--- src/rtl/aifsv_pkg.sv ---
package aifsv_pkg;

	// ==========================================================
	// Sizes and types
	localparam int NCH = 32'h8;
	localparam int CODE_W = 32'h10;
	localparam int FCODE_W = 32'h5;
	localparam int CH_IDX_W = 32'h3;
	typedef logic [CODE_W-1:0] code_t;
	typedef logic [FCODE_W-1:0] fcode_t;
	typedef logic [CH_IDX_W-1:0] ch_idx_t;

	// ==========================================================
	// Current scale: the converter spans 0 to 25 mA over the full code range
	localparam int FULL_UA = 32'h61a8;
	localparam int FULL_CODE = 32'hffff;
	localparam int SHORT_UA = 32'h57e4;
	localparam int WIRE_UA = 32'h2ee;
	localparam int FOUR_MA_UA = 32'hfa0;
	localparam code_t SHORT_CODE = code_t'(SHORT_UA * FULL_CODE / FULL_UA);
	localparam code_t WIRE_CODE = code_t'(WIRE_UA * FULL_CODE / FULL_UA);
	localparam code_t FOUR_MA_CODE = code_t'(FOUR_MA_UA * FULL_CODE / FULL_UA);
	localparam code_t CODE_MAX = 16'hffff;
	localparam code_t CODE_ZERO = 16'h0000;
	// 4-20 mA span: (I-4)/20 against I/25, a ratio of 5/4
	localparam int SCALE_NUM = 32'h5;
	localparam int SCALE_SHIFT = 32'h2;

	// ==========================================================
	// Diagnosis fault codes and byte framing
	localparam fcode_t FC_NONE = 5'h00;
	localparam fcode_t FC_SHORT = 5'h01;
	localparam fcode_t FC_WIRE = 5'h06;
	localparam fcode_t FC_UPPER = 5'h07;
	localparam fcode_t FC_LOWER = 5'h08;
	localparam fcode_t FC_ACQ = 5'h12;
	localparam logic [7:0] HEAD_BYTE = 8'h80;
	localparam logic [7:0] CHAN_BYTE_BASE = 8'h40;
	localparam logic [7:0] FAULT_BYTE_BASE = 8'ha0;
	localparam logic [7:0] BYTE_ZERO = 8'h00;

	typedef enum logic [3:0] {
		st_idle = 4'h1,
		st_head = 4'h2,
		st_chan = 4'h4,
		st_code = 4'h8
	} diag_state_t;

	// ==========================================================
	// Map a converter code onto the 4-20 mA channel code, saturating
	function automatic code_t scale_4_20(input code_t raw);
		logic [18:0] span;
		span = 19'h00000;
		if (raw <= FOUR_MA_CODE) begin
			return CODE_ZERO;
		end
		span = (19'(raw) - 19'(FOUR_MA_CODE)) * 19'(SCALE_NUM);
		span = span >> SCALE_SHIFT;
		if (span > 19'(CODE_MAX)) begin
			return CODE_MAX;
		end
		return span[15:0];
	endfunction

	// Lowest set bit of a pending mask
	function automatic ch_idx_t first_set(input logic [NCH-1:0] mask);
		ch_idx_t idx;
		idx = ch_idx_t'(0);
		for (int k = NCH - 1; k >= 0; k--) begin
			if (mask[k]) begin
				idx = ch_idx_t'(k);
			end
		end
		return idx;
	endfunction

endpackage

--- src/rtl/chan_if.sv ---
`timescale 1ns/1ps
interface chan_if;
	aifsv_pkg::code_t raw;
	aifsv_pkg::code_t upper;
	aifsv_pkg::code_t lower;
	aifsv_pkg::code_t scaled;
	aifsv_pkg::fcode_t code;
	logic range_4_20;
	logic line_en;
	logic upper_en;
	logic lower_en;
	logic acq_fault;

	modport classifier(
		input raw, upper, lower, range_4_20, line_en, upper_en, lower_en, acq_fault,
		output scaled, code
	);
	modport owner(
		output raw, upper, lower, range_4_20, line_en, upper_en, lower_en, acq_fault,
		input scaled, code
	);
endinterface

--- src/rtl/fault_classifier.sv ---
`timescale 1ns/1ps
module fault_classifier (
	chan_if.classifier lane
);

	// ==========================================================
	// Scaling and threshold hits
	wire logic short_hit;
	wire logic wire_hit;
	wire logic upper_hit;
	wire logic lower_hit;

	assign lane.scaled = lane.range_4_20 ? aifsv_pkg::scale_4_20(lane.raw) : lane.raw;
	// Short and break look at the raw converter code: below 4 mA the 4-20 code is clamped
	assign short_hit = lane.line_en && (lane.raw > aifsv_pkg::SHORT_CODE);
	assign wire_hit = lane.line_en && lane.range_4_20 && (lane.raw < aifsv_pkg::WIRE_CODE);
	assign upper_hit = lane.upper_en && (lane.scaled > lane.upper)
		&& (lane.scaled < aifsv_pkg::CODE_MAX);
	assign lower_hit = lane.lower_en && (lane.scaled > aifsv_pkg::CODE_ZERO)
		&& (lane.scaled < lane.lower);

	// ==========================================================
	// One code per channel, most severe first
	assign lane.code = lane.acq_fault ? aifsv_pkg::FC_ACQ :
		short_hit ? aifsv_pkg::FC_SHORT :
		wire_hit ? aifsv_pkg::FC_WIRE :
		upper_hit ? aifsv_pkg::FC_UPPER :
		lower_hit ? aifsv_pkg::FC_LOWER :
		aifsv_pkg::FC_NONE;

endmodule

--- src/rtl/analog_input_fault_safety_value.sv ---
// What this block does
// - In 4-20 mA flag short above 22.5 mA, wire break below 0.75 mA.
// - In 0-20 mA flag short above 22.5 mA; never flag wire break.
// - Flag upper/lower limit violations inside the measurable span only.
// - All channel faults are re-evaluated on every scan, not once.
// - Any channel fault raises its quality flag and substitutes a safety value.
// - Lost link or module failure drives every enabled channel safe.
// - Flag 1 means fault with safety value; 0 means normal acquired value.
// - Hold mode: faulted channel keeps its previous value while faulted.
// - Preset mode: faulted channel reports its preset safety value.
// - The live value output is the post-substitution value.
// - Image slots 1-8 carry values, slots 9-16 the matching flags.
// - Preset values are range-scaled codes supplied by the configurer.
// - Report acquisition fault as header, channel byte, fault byte 0xb2.
// - A cleared fault drops its flag with no operator acknowledge.
// - Fault byte is 101 plus code: 0,1,6,7,8 for recovery..lower.
// - Short, break and limit faults only when that diagnosis is enabled.
`timescale 1ns/1ps
module analog_input_fault_safety_value (
	input wire logic clk,
	input wire logic rst,
	input wire logic sample_valid,
	input wire aifsv_pkg::code_t [aifsv_pkg::NCH-1:0] raw_code,
	input wire logic [aifsv_pkg::NCH-1:0] acq_fault,
	input wire logic module_fault,
	input wire logic link_lost,
	input wire logic [aifsv_pkg::NCH-1:0] ch_enable,
	input wire logic [aifsv_pkg::NCH-1:0] range_4_20,
	input wire logic [aifsv_pkg::NCH-1:0] line_diag_en,
	input wire logic [aifsv_pkg::NCH-1:0] upper_diag_en,
	input wire logic [aifsv_pkg::NCH-1:0] lower_diag_en,
	input wire aifsv_pkg::code_t [aifsv_pkg::NCH-1:0] upper_limit,
	input wire aifsv_pkg::code_t [aifsv_pkg::NCH-1:0] lower_limit,
	input wire logic [aifsv_pkg::NCH-1:0] preset_mode,
	input wire aifsv_pkg::code_t [aifsv_pkg::NCH-1:0] preset_value,
	input wire logic diag_ready,
	output logic [aifsv_pkg::NCH-1:0] channel_fault_flag,
	output aifsv_pkg::code_t [aifsv_pkg::NCH-1:0] live_channel_value,
	output aifsv_pkg::code_t [2*aifsv_pkg::NCH-1:0] channel_image,
	output logic any_fault,
	output logic [7:0] diag_byte,
	output logic diag_valid
);

	// ==========================================================
	// Per-channel classification
	wire logic forced;
	wire aifsv_pkg::fcode_t [aifsv_pkg::NCH-1:0] cls_code;
	wire aifsv_pkg::fcode_t [aifsv_pkg::NCH-1:0] code_now;
	wire aifsv_pkg::code_t [aifsv_pkg::NCH-1:0] scaled;
	wire aifsv_pkg::code_t [aifsv_pkg::NCH-1:0] next_value;
	wire aifsv_pkg::code_t [2*aifsv_pkg::NCH-1:0] next_image;
	wire logic [aifsv_pkg::NCH-1:0] fault_now;
	wire logic [aifsv_pkg::NCH-1:0] change;
	aifsv_pkg::fcode_t [aifsv_pkg::NCH-1:0] code_q;

	// Link loss is not a channel code: it forces the flag but sends no channel diagnosis
	assign forced = module_fault | link_lost;

	for (genvar i = 0; i < aifsv_pkg::NCH; i++) begin : g_ch
		chan_if lane();
		assign lane.raw = raw_code[i];
		assign lane.upper = upper_limit[i];
		assign lane.lower = lower_limit[i];
		assign lane.range_4_20 = range_4_20[i];
		assign lane.line_en = line_diag_en[i];
		assign lane.upper_en = upper_diag_en[i];
		assign lane.lower_en = lower_diag_en[i];
		assign lane.acq_fault = acq_fault[i];
		fault_classifier u_cls (
			.lane(lane)
		);
		assign scaled[i] = lane.scaled;
		// A disabled channel ignores its mode and preset entirely
		assign cls_code[i] = ch_enable[i] ? lane.code : aifsv_pkg::FC_NONE;
		// Every scan replaces the stored code, so faults are tracked continuously
		assign code_now[i] = sample_valid ? cls_code[i] : code_q[i];
		assign fault_now[i] = ch_enable[i] & (forced | (code_now[i] != aifsv_pkg::FC_NONE));
		assign next_value[i] = !ch_enable[i] ? aifsv_pkg::CODE_ZERO :
			fault_now[i] ? (preset_mode[i] ? preset_value[i] : live_channel_value[i]) :
			sample_valid ? scaled[i] : live_channel_value[i];
		assign change[i] = sample_valid & ch_enable[i] & (cls_code[i] != code_q[i]);
		assign next_image[i] = next_value[i];
		assign next_image[i+aifsv_pkg::NCH] = {15'h0000, fault_now[i]};
	end

	// ==========================================================
	// Channel outputs
	always_ff @(posedge clk) begin
		if (rst) begin
			code_q <= '{default: aifsv_pkg::FC_NONE};
			channel_fault_flag <= 8'h00;
			live_channel_value <= '{default: aifsv_pkg::CODE_ZERO};
			channel_image <= '{default: aifsv_pkg::CODE_ZERO};
			any_fault <= 1'b0;
		end else begin
			code_q <= code_now;
			channel_fault_flag <= fault_now;
			live_channel_value <= next_value;
			channel_image <= next_image;
			any_fault <= |fault_now;
		end
	end

	// ==========================================================
	// Diagnosis sender: one three-byte sequence per pending channel; code changes merge until it is picked
	aifsv_pkg::diag_state_t state;
	aifsv_pkg::diag_state_t next_state;
	logic [aifsv_pkg::NCH-1:0] pending;
	aifsv_pkg::ch_idx_t sel_ch;
	aifsv_pkg::fcode_t sel_code;
	logic [7:0] next_byte;
	logic next_valid;
	wire logic start;
	wire logic take;
	wire aifsv_pkg::ch_idx_t pick;
	wire logic [aifsv_pkg::NCH-1:0] pick_mask;
	wire logic [aifsv_pkg::NCH-1:0] next_pending;
	wire logic [7:0] chan_byte;
	wire logic [7:0] fault_byte;

	assign start = (state == aifsv_pkg::st_idle) && (|pending);
	assign take = diag_valid & diag_ready;
	assign pick = aifsv_pkg::first_set(pending);
	assign pick_mask = start ? (8'h01 << pick) : 8'h00;
	// New change wins over the clear of the bit being picked
	assign next_pending = (pending & ~pick_mask) | change;
	assign chan_byte = aifsv_pkg::CHAN_BYTE_BASE | {5'h00, sel_ch};
	assign fault_byte = aifsv_pkg::FAULT_BYTE_BASE | {3'h0, sel_code};

	always_comb begin
		next_state = state;
		next_byte = diag_byte;
		next_valid = diag_valid;
		case (state)
			aifsv_pkg::st_idle: begin
				if (start) begin
					next_state = aifsv_pkg::st_head;
					next_byte = aifsv_pkg::HEAD_BYTE;
					next_valid = 1'b1;
				end
			end
			aifsv_pkg::st_head: begin
				if (take) begin
					next_state = aifsv_pkg::st_chan;
					next_byte = chan_byte;
				end
			end
			aifsv_pkg::st_chan: begin
				if (take) begin
					next_state = aifsv_pkg::st_code;
					next_byte = fault_byte;
				end
			end
			aifsv_pkg::st_code: begin
				if (take) begin
					next_state = aifsv_pkg::st_idle;
					next_byte = aifsv_pkg::BYTE_ZERO;
					next_valid = 1'b0;
				end
			end
			default: begin
				next_state = aifsv_pkg::st_idle;
				next_byte = aifsv_pkg::BYTE_ZERO;
				next_valid = 1'b0;
			end
		endcase
	end

	always_ff @(posedge clk) begin
		if (rst) begin
			state <= aifsv_pkg::st_idle;
			pending <= 8'h00;
			sel_ch <= 3'h0;
			sel_code <= aifsv_pkg::FC_NONE;
			diag_byte <= aifsv_pkg::BYTE_ZERO;
			diag_valid <= 1'b0;
		end else begin
			state <= next_state;
			pending <= next_pending;
			diag_byte <= next_byte;
			diag_valid <= next_valid;
			if (start) begin
				sel_ch <= pick;
				// Code taken at pick time; a later change re-arms the channel
				sel_code <= code_q[pick];
			end
		end
	end

	// ==========================================================
	// Checks
	for (genvar i = 0; i < aifsv_pkg::NCH; i++) begin : g_chk
		short_detect_a: assert property (@(posedge clk) disable iff (rst)
			(sample_valid && ch_enable[i] && line_diag_en[i] && !acq_fault[i]
				&& raw_code[i] > aifsv_pkg::SHORT_CODE)
			|=> channel_fault_flag[i] && code_q[i] == aifsv_pkg::FC_SHORT)
			else $error("short circuit not flagged");
		no_break_a: assert property (@(posedge clk) disable iff (rst)
			(sample_valid && !range_4_20[i]) |=> code_q[i] != aifsv_pkg::FC_WIRE)
			else $error("wire break flagged in 0-20 mA range");
		wire_break_a: assert property (@(posedge clk) disable iff (rst)
			(sample_valid && ch_enable[i] && line_diag_en[i] && range_4_20[i]
				&& !acq_fault[i] && raw_code[i] < aifsv_pkg::WIRE_CODE)
			|=> code_q[i] == aifsv_pkg::FC_WIRE)
			else $error("wire break not flagged");
		diag_gate_a: assert property (@(posedge clk) disable iff (rst)
			(sample_valid && !acq_fault[i] && !line_diag_en[i] && !upper_diag_en[i]
				&& !lower_diag_en[i]) |=> code_q[i] == aifsv_pkg::FC_NONE)
			else $error("fault reported with diagnosis disabled");
		hold_value_a: assert property (@(posedge clk) disable iff (rst)
			(ch_enable[i] && !preset_mode[i] && fault_now[i])
			|=> live_channel_value[i] == $past(live_channel_value[i]))
			else $error("held value changed during fault");
		preset_value_a: assert property (@(posedge clk) disable iff (rst)
			(ch_enable[i] && preset_mode[i] && fault_now[i])
			|=> channel_fault_flag[i] && live_channel_value[i] == $past(preset_value[i]))
			else $error("preset safety value not delivered");
		forced_safe_a: assert property (@(posedge clk) disable iff (rst)
			(forced && ch_enable[i]) |=> channel_fault_flag[i])
			else $error("link or module fault did not force safe side");
		auto_clear_a: assert property (@(posedge clk) disable iff (rst)
			(sample_valid && !forced && cls_code[i] == aifsv_pkg::FC_NONE)
			|=> !channel_fault_flag[i])
			else $error("flag held after fault cleared");
		image_slots_a: assert property (@(posedge clk) disable iff (rst)
			channel_image[i] == live_channel_value[i]
			&& channel_image[i+aifsv_pkg::NCH] == {15'h0000, channel_fault_flag[i]})
			else $error("channel image slot mismatch");
	end

	diag_frame_a: assert property (@(posedge clk) disable iff (rst)
		(take && diag_byte == aifsv_pkg::HEAD_BYTE)
		|=> diag_valid && diag_byte[7:3] == 5'h08)
		else $error("channel byte does not follow header");
	fault_byte_a: assert property (@(posedge clk) disable iff (rst)
		(take && state == aifsv_pkg::st_chan) |=> diag_valid && diag_byte[7:5] == 3'h5)
		else $error("fault byte prefix wrong");
	any_fault_a: assert property (@(posedge clk) disable iff (rst)
		any_fault == (|channel_fault_flag))
		else $error("summary fault flag disagrees with channel flags");
	head_first_a: assert property (@(posedge clk) disable iff (rst)
		$rose(diag_valid) |-> diag_byte == aifsv_pkg::HEAD_BYTE)
		else $error("diagnosis sequence does not open with header");
	byte_stands_a: assert property (@(posedge clk) disable iff (rst)
		(diag_valid && !diag_ready) |=> diag_valid && $stable(diag_byte))
		else $error("diagnosis byte dropped before it was taken");
	sequence_gap_a: assert property (@(posedge clk) disable iff (rst)
		(take && state == aifsv_pkg::st_code) |=> !diag_valid)
		else $error("no idle cycle after fault byte");

	// ==========================================================
	// Classification and substitution checks
	for (genvar i = 0; i < aifsv_pkg::NCH; i++) begin : g_cls_chk
		upper_limit_a: assert property (@(posedge clk) disable iff (rst)
			(sample_valid && ch_enable[i] && upper_diag_en[i] && !acq_fault[i]
				&& raw_code[i] <= aifsv_pkg::SHORT_CODE
				&& (!range_4_20[i] || raw_code[i] >= aifsv_pkg::WIRE_CODE)
				&& scaled[i] > upper_limit[i] && scaled[i] < aifsv_pkg::CODE_MAX)
			|=> code_q[i] == aifsv_pkg::FC_UPPER)
			else $error("upper limit not flagged");
		lower_limit_a: assert property (@(posedge clk) disable iff (rst)
			(sample_valid && ch_enable[i] && lower_diag_en[i] && !acq_fault[i]
				&& raw_code[i] <= aifsv_pkg::SHORT_CODE
				&& (!range_4_20[i] || raw_code[i] >= aifsv_pkg::WIRE_CODE)
				&& scaled[i] > aifsv_pkg::CODE_ZERO && scaled[i] < lower_limit[i]
				&& scaled[i] <= upper_limit[i]) |=> code_q[i] == aifsv_pkg::FC_LOWER)
			else $error("lower limit not flagged");
		acq_code_a: assert property (@(posedge clk) disable iff (rst)
			(sample_valid && ch_enable[i] && acq_fault[i])
			|=> channel_fault_flag[i] && code_q[i] == aifsv_pkg::FC_ACQ)
			else $error("acquisition fault not flagged");
		disabled_zero_a: assert property (@(posedge clk) disable iff (rst)
			!ch_enable[i]
			|=> !channel_fault_flag[i] && live_channel_value[i] == aifsv_pkg::CODE_ZERO)
			else $error("disabled channel not quiet");
		value_pass_a: assert property (@(posedge clk) disable iff (rst)
			(sample_valid && ch_enable[i] && !forced && cls_code[i] == aifsv_pkg::FC_NONE)
			|=> live_channel_value[i] == $past(scaled[i]))
			else $error("clean sample not delivered");
		rescan_a: assert property (@(posedge clk) disable iff (rst)
			sample_valid |=> code_q[i] == $past(cls_code[i]))
			else $error("scan did not refresh channel code");
		code_hold_a: assert property (@(posedge clk) disable iff (rst)
			!sample_valid |=> code_q[i] == $past(code_q[i]))
			else $error("channel code moved between scans");
		line_gate_a: assert property (@(posedge clk) disable iff (rst)
			(sample_valid && !line_diag_en[i])
			|=> code_q[i] != aifsv_pkg::FC_SHORT && code_q[i] != aifsv_pkg::FC_WIRE)
			else $error("line fault reported with line diagnosis off");
		clamp_low_a: assert property (@(posedge clk) disable iff (rst)
			(range_4_20[i] && raw_code[i] <= aifsv_pkg::FOUR_MA_CODE) |-> scaled[i] == 16'h0000)
			else $error("4-20 code not clamped below 4 mA");
		plain_scale_a: assert property (@(posedge clk) disable iff (rst)
			!range_4_20[i] |-> scaled[i] == raw_code[i])
			else $error("0-20 code altered");
		recovery_arm_a: assert property (@(posedge clk) disable iff (rst)
			(sample_valid && ch_enable[i] && code_q[i] != aifsv_pkg::FC_NONE
				&& cls_code[i] == aifsv_pkg::FC_NONE) |=> pending[i])
			else $error("recovery not queued for diagnosis");
	end

endmodule

--- config.mk ---
export PLATFORM = sky130hd
export DESIGN_NAME = analog_input_fault_safety_value
export DESIGN_NICKNAME = d
export VERILOG_FILES = /design/src/rtl/aifsv_pkg.sv /design/src/rtl/chan_if.sv /design/src/rtl/fault_classifier.sv /design/src/rtl/analog_input_fault_safety_value.sv
export SDC_FILE = /design/constraint.sdc
export NUM_CORES = 2
export LEC_CHECK = 0
export BUFFER_PORTS_ARGS = -buffer_cell sky130_fd_sc_hd__buf_2
export CORE_AREA = 2 2 382 384
export DETAILED_ROUTE_END_ITERATION = 6
export DIE_AREA = 0 0 384 386
export GPL_ROUTABILITY_DRIVEN = 0
export PLACE_DENSITY = 0.52
export SYNTH_ARGS = -nofsm -noshare
export SYNTH_HDL_FRONTEND = slang
export SYNTH_HIERARCHICAL = 1
export SYNTH_SLANG_ARGS = --single-unit
--- constraint.sdc ---
create_clock -name clk -period 7.35 [get_ports clk]
set_clock_uncertainty 0.15 [all_clocks]
set_input_delay 1.1025 -clock clk [delete_from_list [all_inputs] [get_ports clk]]
set_output_delay 1.1025 -clock clk [all_outputs]
set_load 0.02 [all_outputs]
==> run metrics <==
total power draw=9.70 mW; Worst Hold Depth=2; worst-margin pin slew=1.16 ns; Post-DP HPWL=144 mm; fmax=139 MHz; # IOs=976; critical path startpoint category=input port; top cell type's share of synthesized area=18.2%; core footprint=145000 µm²; PortBufs=855; clk_lat worst skew=0.65 ns; CP peak stage delay=0.44 ns; Fill cells=15461; DIE AREA=148000 µm²; Post-Synth XOR/XNOR Area=5.23%; Compound-Gate Fraction of Synth Area=26.5%; R2R depth=6; MaxCap Viol Count=0; Mapped Area=35100 µm²; CTS tree=built; Synth Warn #=6; Sink Count=204; Design Area, Final=50100 µm²; Setup Slack @ Placement=-1.32 ns; CP Data Required Time=7.75 ns; Area growth, synth to finish=42.4%; type of the most critical hold path=flip-flop to flip-flop; DRT Wirelength=170 mm; Pwr per Cell Area=194 nW/µm²; endpoints failing setup=0; Post-DP Area=47500 µm²; fin. max-slew vios=0; Seq/Total Area, Yosys=11.6%; min Tclk post-route=7.18 ns; Main synth FF type=dfxtp_1; number of synthesized flops with an enable pin=0; CP endpoint kind=flip-flop; RSZ-0062 raised after global routing=true; first-pass GRT wire length=245 mm; number of global-route vias before repair=40435; Post-CTS Hold Buffers=0; post-DR vias/cell=5.06; drt initial violations=2700; top cells by area, synth=ha_1, dfxtp_1, buf_4; Synth Register Bits=204; grt ovf=0; Vias=42052; num rows=140; critical path peak fanout=8; area of the multi-input gates=28200 µm²; wire per inst=20.4 µm; CP Data Arrival Time=7.57 ns; Leakage=24.8 nW; initial core utilization=24.3%; worst setup margin=0.173 ns; worst rel slew slack=21.9%; GR Util All Layers=21.3%; CTS clk-pin slew, worst paths=0.06 ns; distinct cell type count after synthesis=114; crit-path most repeated cell=buf_4; Root Driver=clkbuf_16; largest family of logic cells by synthesized area=compound AO/OA/AOI/OAI gates; Synth Area per Inst=7.49 µm²; Bufs on Longest Clock Path=3; synthesized instance count=4692; Die X=384 µm; Max VDD drop=0.211 mV; share of cells above drive strength 1=36.3%; Post-Synth Adder-Cell Area=18.7%; Residual DRC=0; final worst-path cycle share=97.6%; Simple-Gate Fraction of Synth Area=24.8%; final-report hold violation count=0; Slowest-stage cell, CP=mux2_4; antenna-violating nets left=0; # nets final=7451; Register Area=4080 µm²; Num CTS Buffers=31; initial antenna violation count=35; mux share of post-synthesis cell area=0.577%; Post-synth ARST share=0%; Chip Height=386 µm; Crit Path Class=input port to flip-flop; CTS H-tree depth=1; largest net degree at the start of global routing=81; TritonRoute pass-1 iters=6; area leader, netlist=ha_1; status=complete, no violations
per-stage QoR:
| step | instances | utilization [%] | setup TNS [ns] | hold slack [ns] |
|---|---|---|---|---|
| after floorplan | 4811 | - | 0 | 0.282 |
| after global placement | 8191 | 32.9 | -91.72 | 0.301 |
| after detailed placement | 8191 | 32.9 | -100.03 | 0.309 |
| after CTS | 8245 | 33.7 | 0 | 0.318 |
| after global routing | 8312 | 34.6 | -1.52 | 0.341 |
| final | 8315 | 34.6 | 0 | 0.314 |
worst max-delay path: cells and delay by family:
kind | cells | cell delay, ns
XOR/XNOR | 1 | 0.27
multiplexers | 2 | 0.55
AO/OA/AOI/OAI | 12 | 2.61
AND/OR/NAND/NOR | 7 | 1.05
buffers and inverters | 6 | 0.82
adder cells (fa/ha/maj) | 4 | 1.13
cells in the final DEF, fill, tap and decap left out, drive strengths merged, types with 17 or more instances in the layout:
cell / n
conb: 120
or3b: 49
nand3b: 206
o21ai: 337
nor3: 79
a31oi: 27
xnor2: 134
o21a: 36
a21o: 70
ha: 512
a221o: 21
o211ai: 34
diode: 20
o2111ai: 26
nor2b: 116
nand2b: 79
o2111a: 133
nand3: 81
a21oi: 302
a2111oi: 17
dfxtp: 204
o311ai: 20
a22oi: 39
buf: 1954
nor4: 59
nand4: 82
nand2: 335
nor2: 317
clkbuf: 42
inv: 405
or3: 21
xor2: 74
o31ai: 21
a211oi: 39
nand4b: 31
and2: 38
flip-flops by register name (all words and copies together) (netlist names):
register            count
channel_image         128
state                   2
pending                 8
any_fault               1
sel_code                5
sel_ch                  3
diag_valid              1
code_q                 40
channel_fault_flag      8
diag_byte               8
layout make-up:
class,instances,area share (%)
Inverter,404,3.03
Antenna cell,20,0.100
Sequential cell,204,8.16
Tap cell,1917,4.79
Clock inverter,16,0.430
Multi-Input combinational cell,3758,56.4
Timing Repair Buffer,1958,25.4
Clock buffer,38,1.68
where the power goes:
group	internal [mW]	switching, mW
combinational	3.15	3.65
sequential	1.19	0.104
clock	0.948	0.651
synth_stat cells, drive strengths merged, types with 116 or more instances:
cell type	n
buf	340
nand2	334
o21ai	337
xnor2	134
ha	512
dfxtp	204
nand3b	206
a21oi	302
o2111a	133
nor2	317
inv	404
nor2b	116
path summary, 6_finish.rpt:
path | startpoint | end | slack (ns)
hold reg to reg | sel_ch[0]$_SDFFE_PP0P_ | sel_ch[0]$_SDFFE_PP0P_ | 0.31
hold / removal | sel_ch[0]$_SDFFE_PP0P_ | sel_ch[0]$_SDFFE_PP0P_ | 0.31
setup / recovery | raw_code[64] | channel_image[64]$_SDFFE_PP0P_ | 0.17
setup reg to reg | state[0]$_SDFFE_PP1P_ | diag_byte[7]$_SDFFE_PP0P_ | 4.82
what timing repair did:
action,CTS,global route
buffers inserted,0,38
cloned,0,12
pin swaps,4,75
endpoints found under the hold margin,0,0
gates resized for setup,27,243
setup endpoints to repair,62,139
layer usage:
metal	routed length, µm	track usage, %	part of all wire [%]	vias up
met1	70700	26.5	42	19823
met3	12100	4.06	7.1	328
met4	7450	8.39	4.4	22
met5	138	0	0.081	-
met2	79300	36.0	47	1597
li1	-	-	-	20282
cells by family (layout without fill, tap and decap cells):
logic type / after synthesis / count (layout)
and+or+nand+nor: 1572 / 1573
AOI/OAI and AO/OA: 1312 / 1312
buffers and inverters: 858 / 2416
adders and majority gates: 520 / 520
xor gates and xnor gates: 208 / 208
DFF: 204 / 204
muxes: 17 / 25
other: 1 / 140
Power figures use the tool's default switching activity.
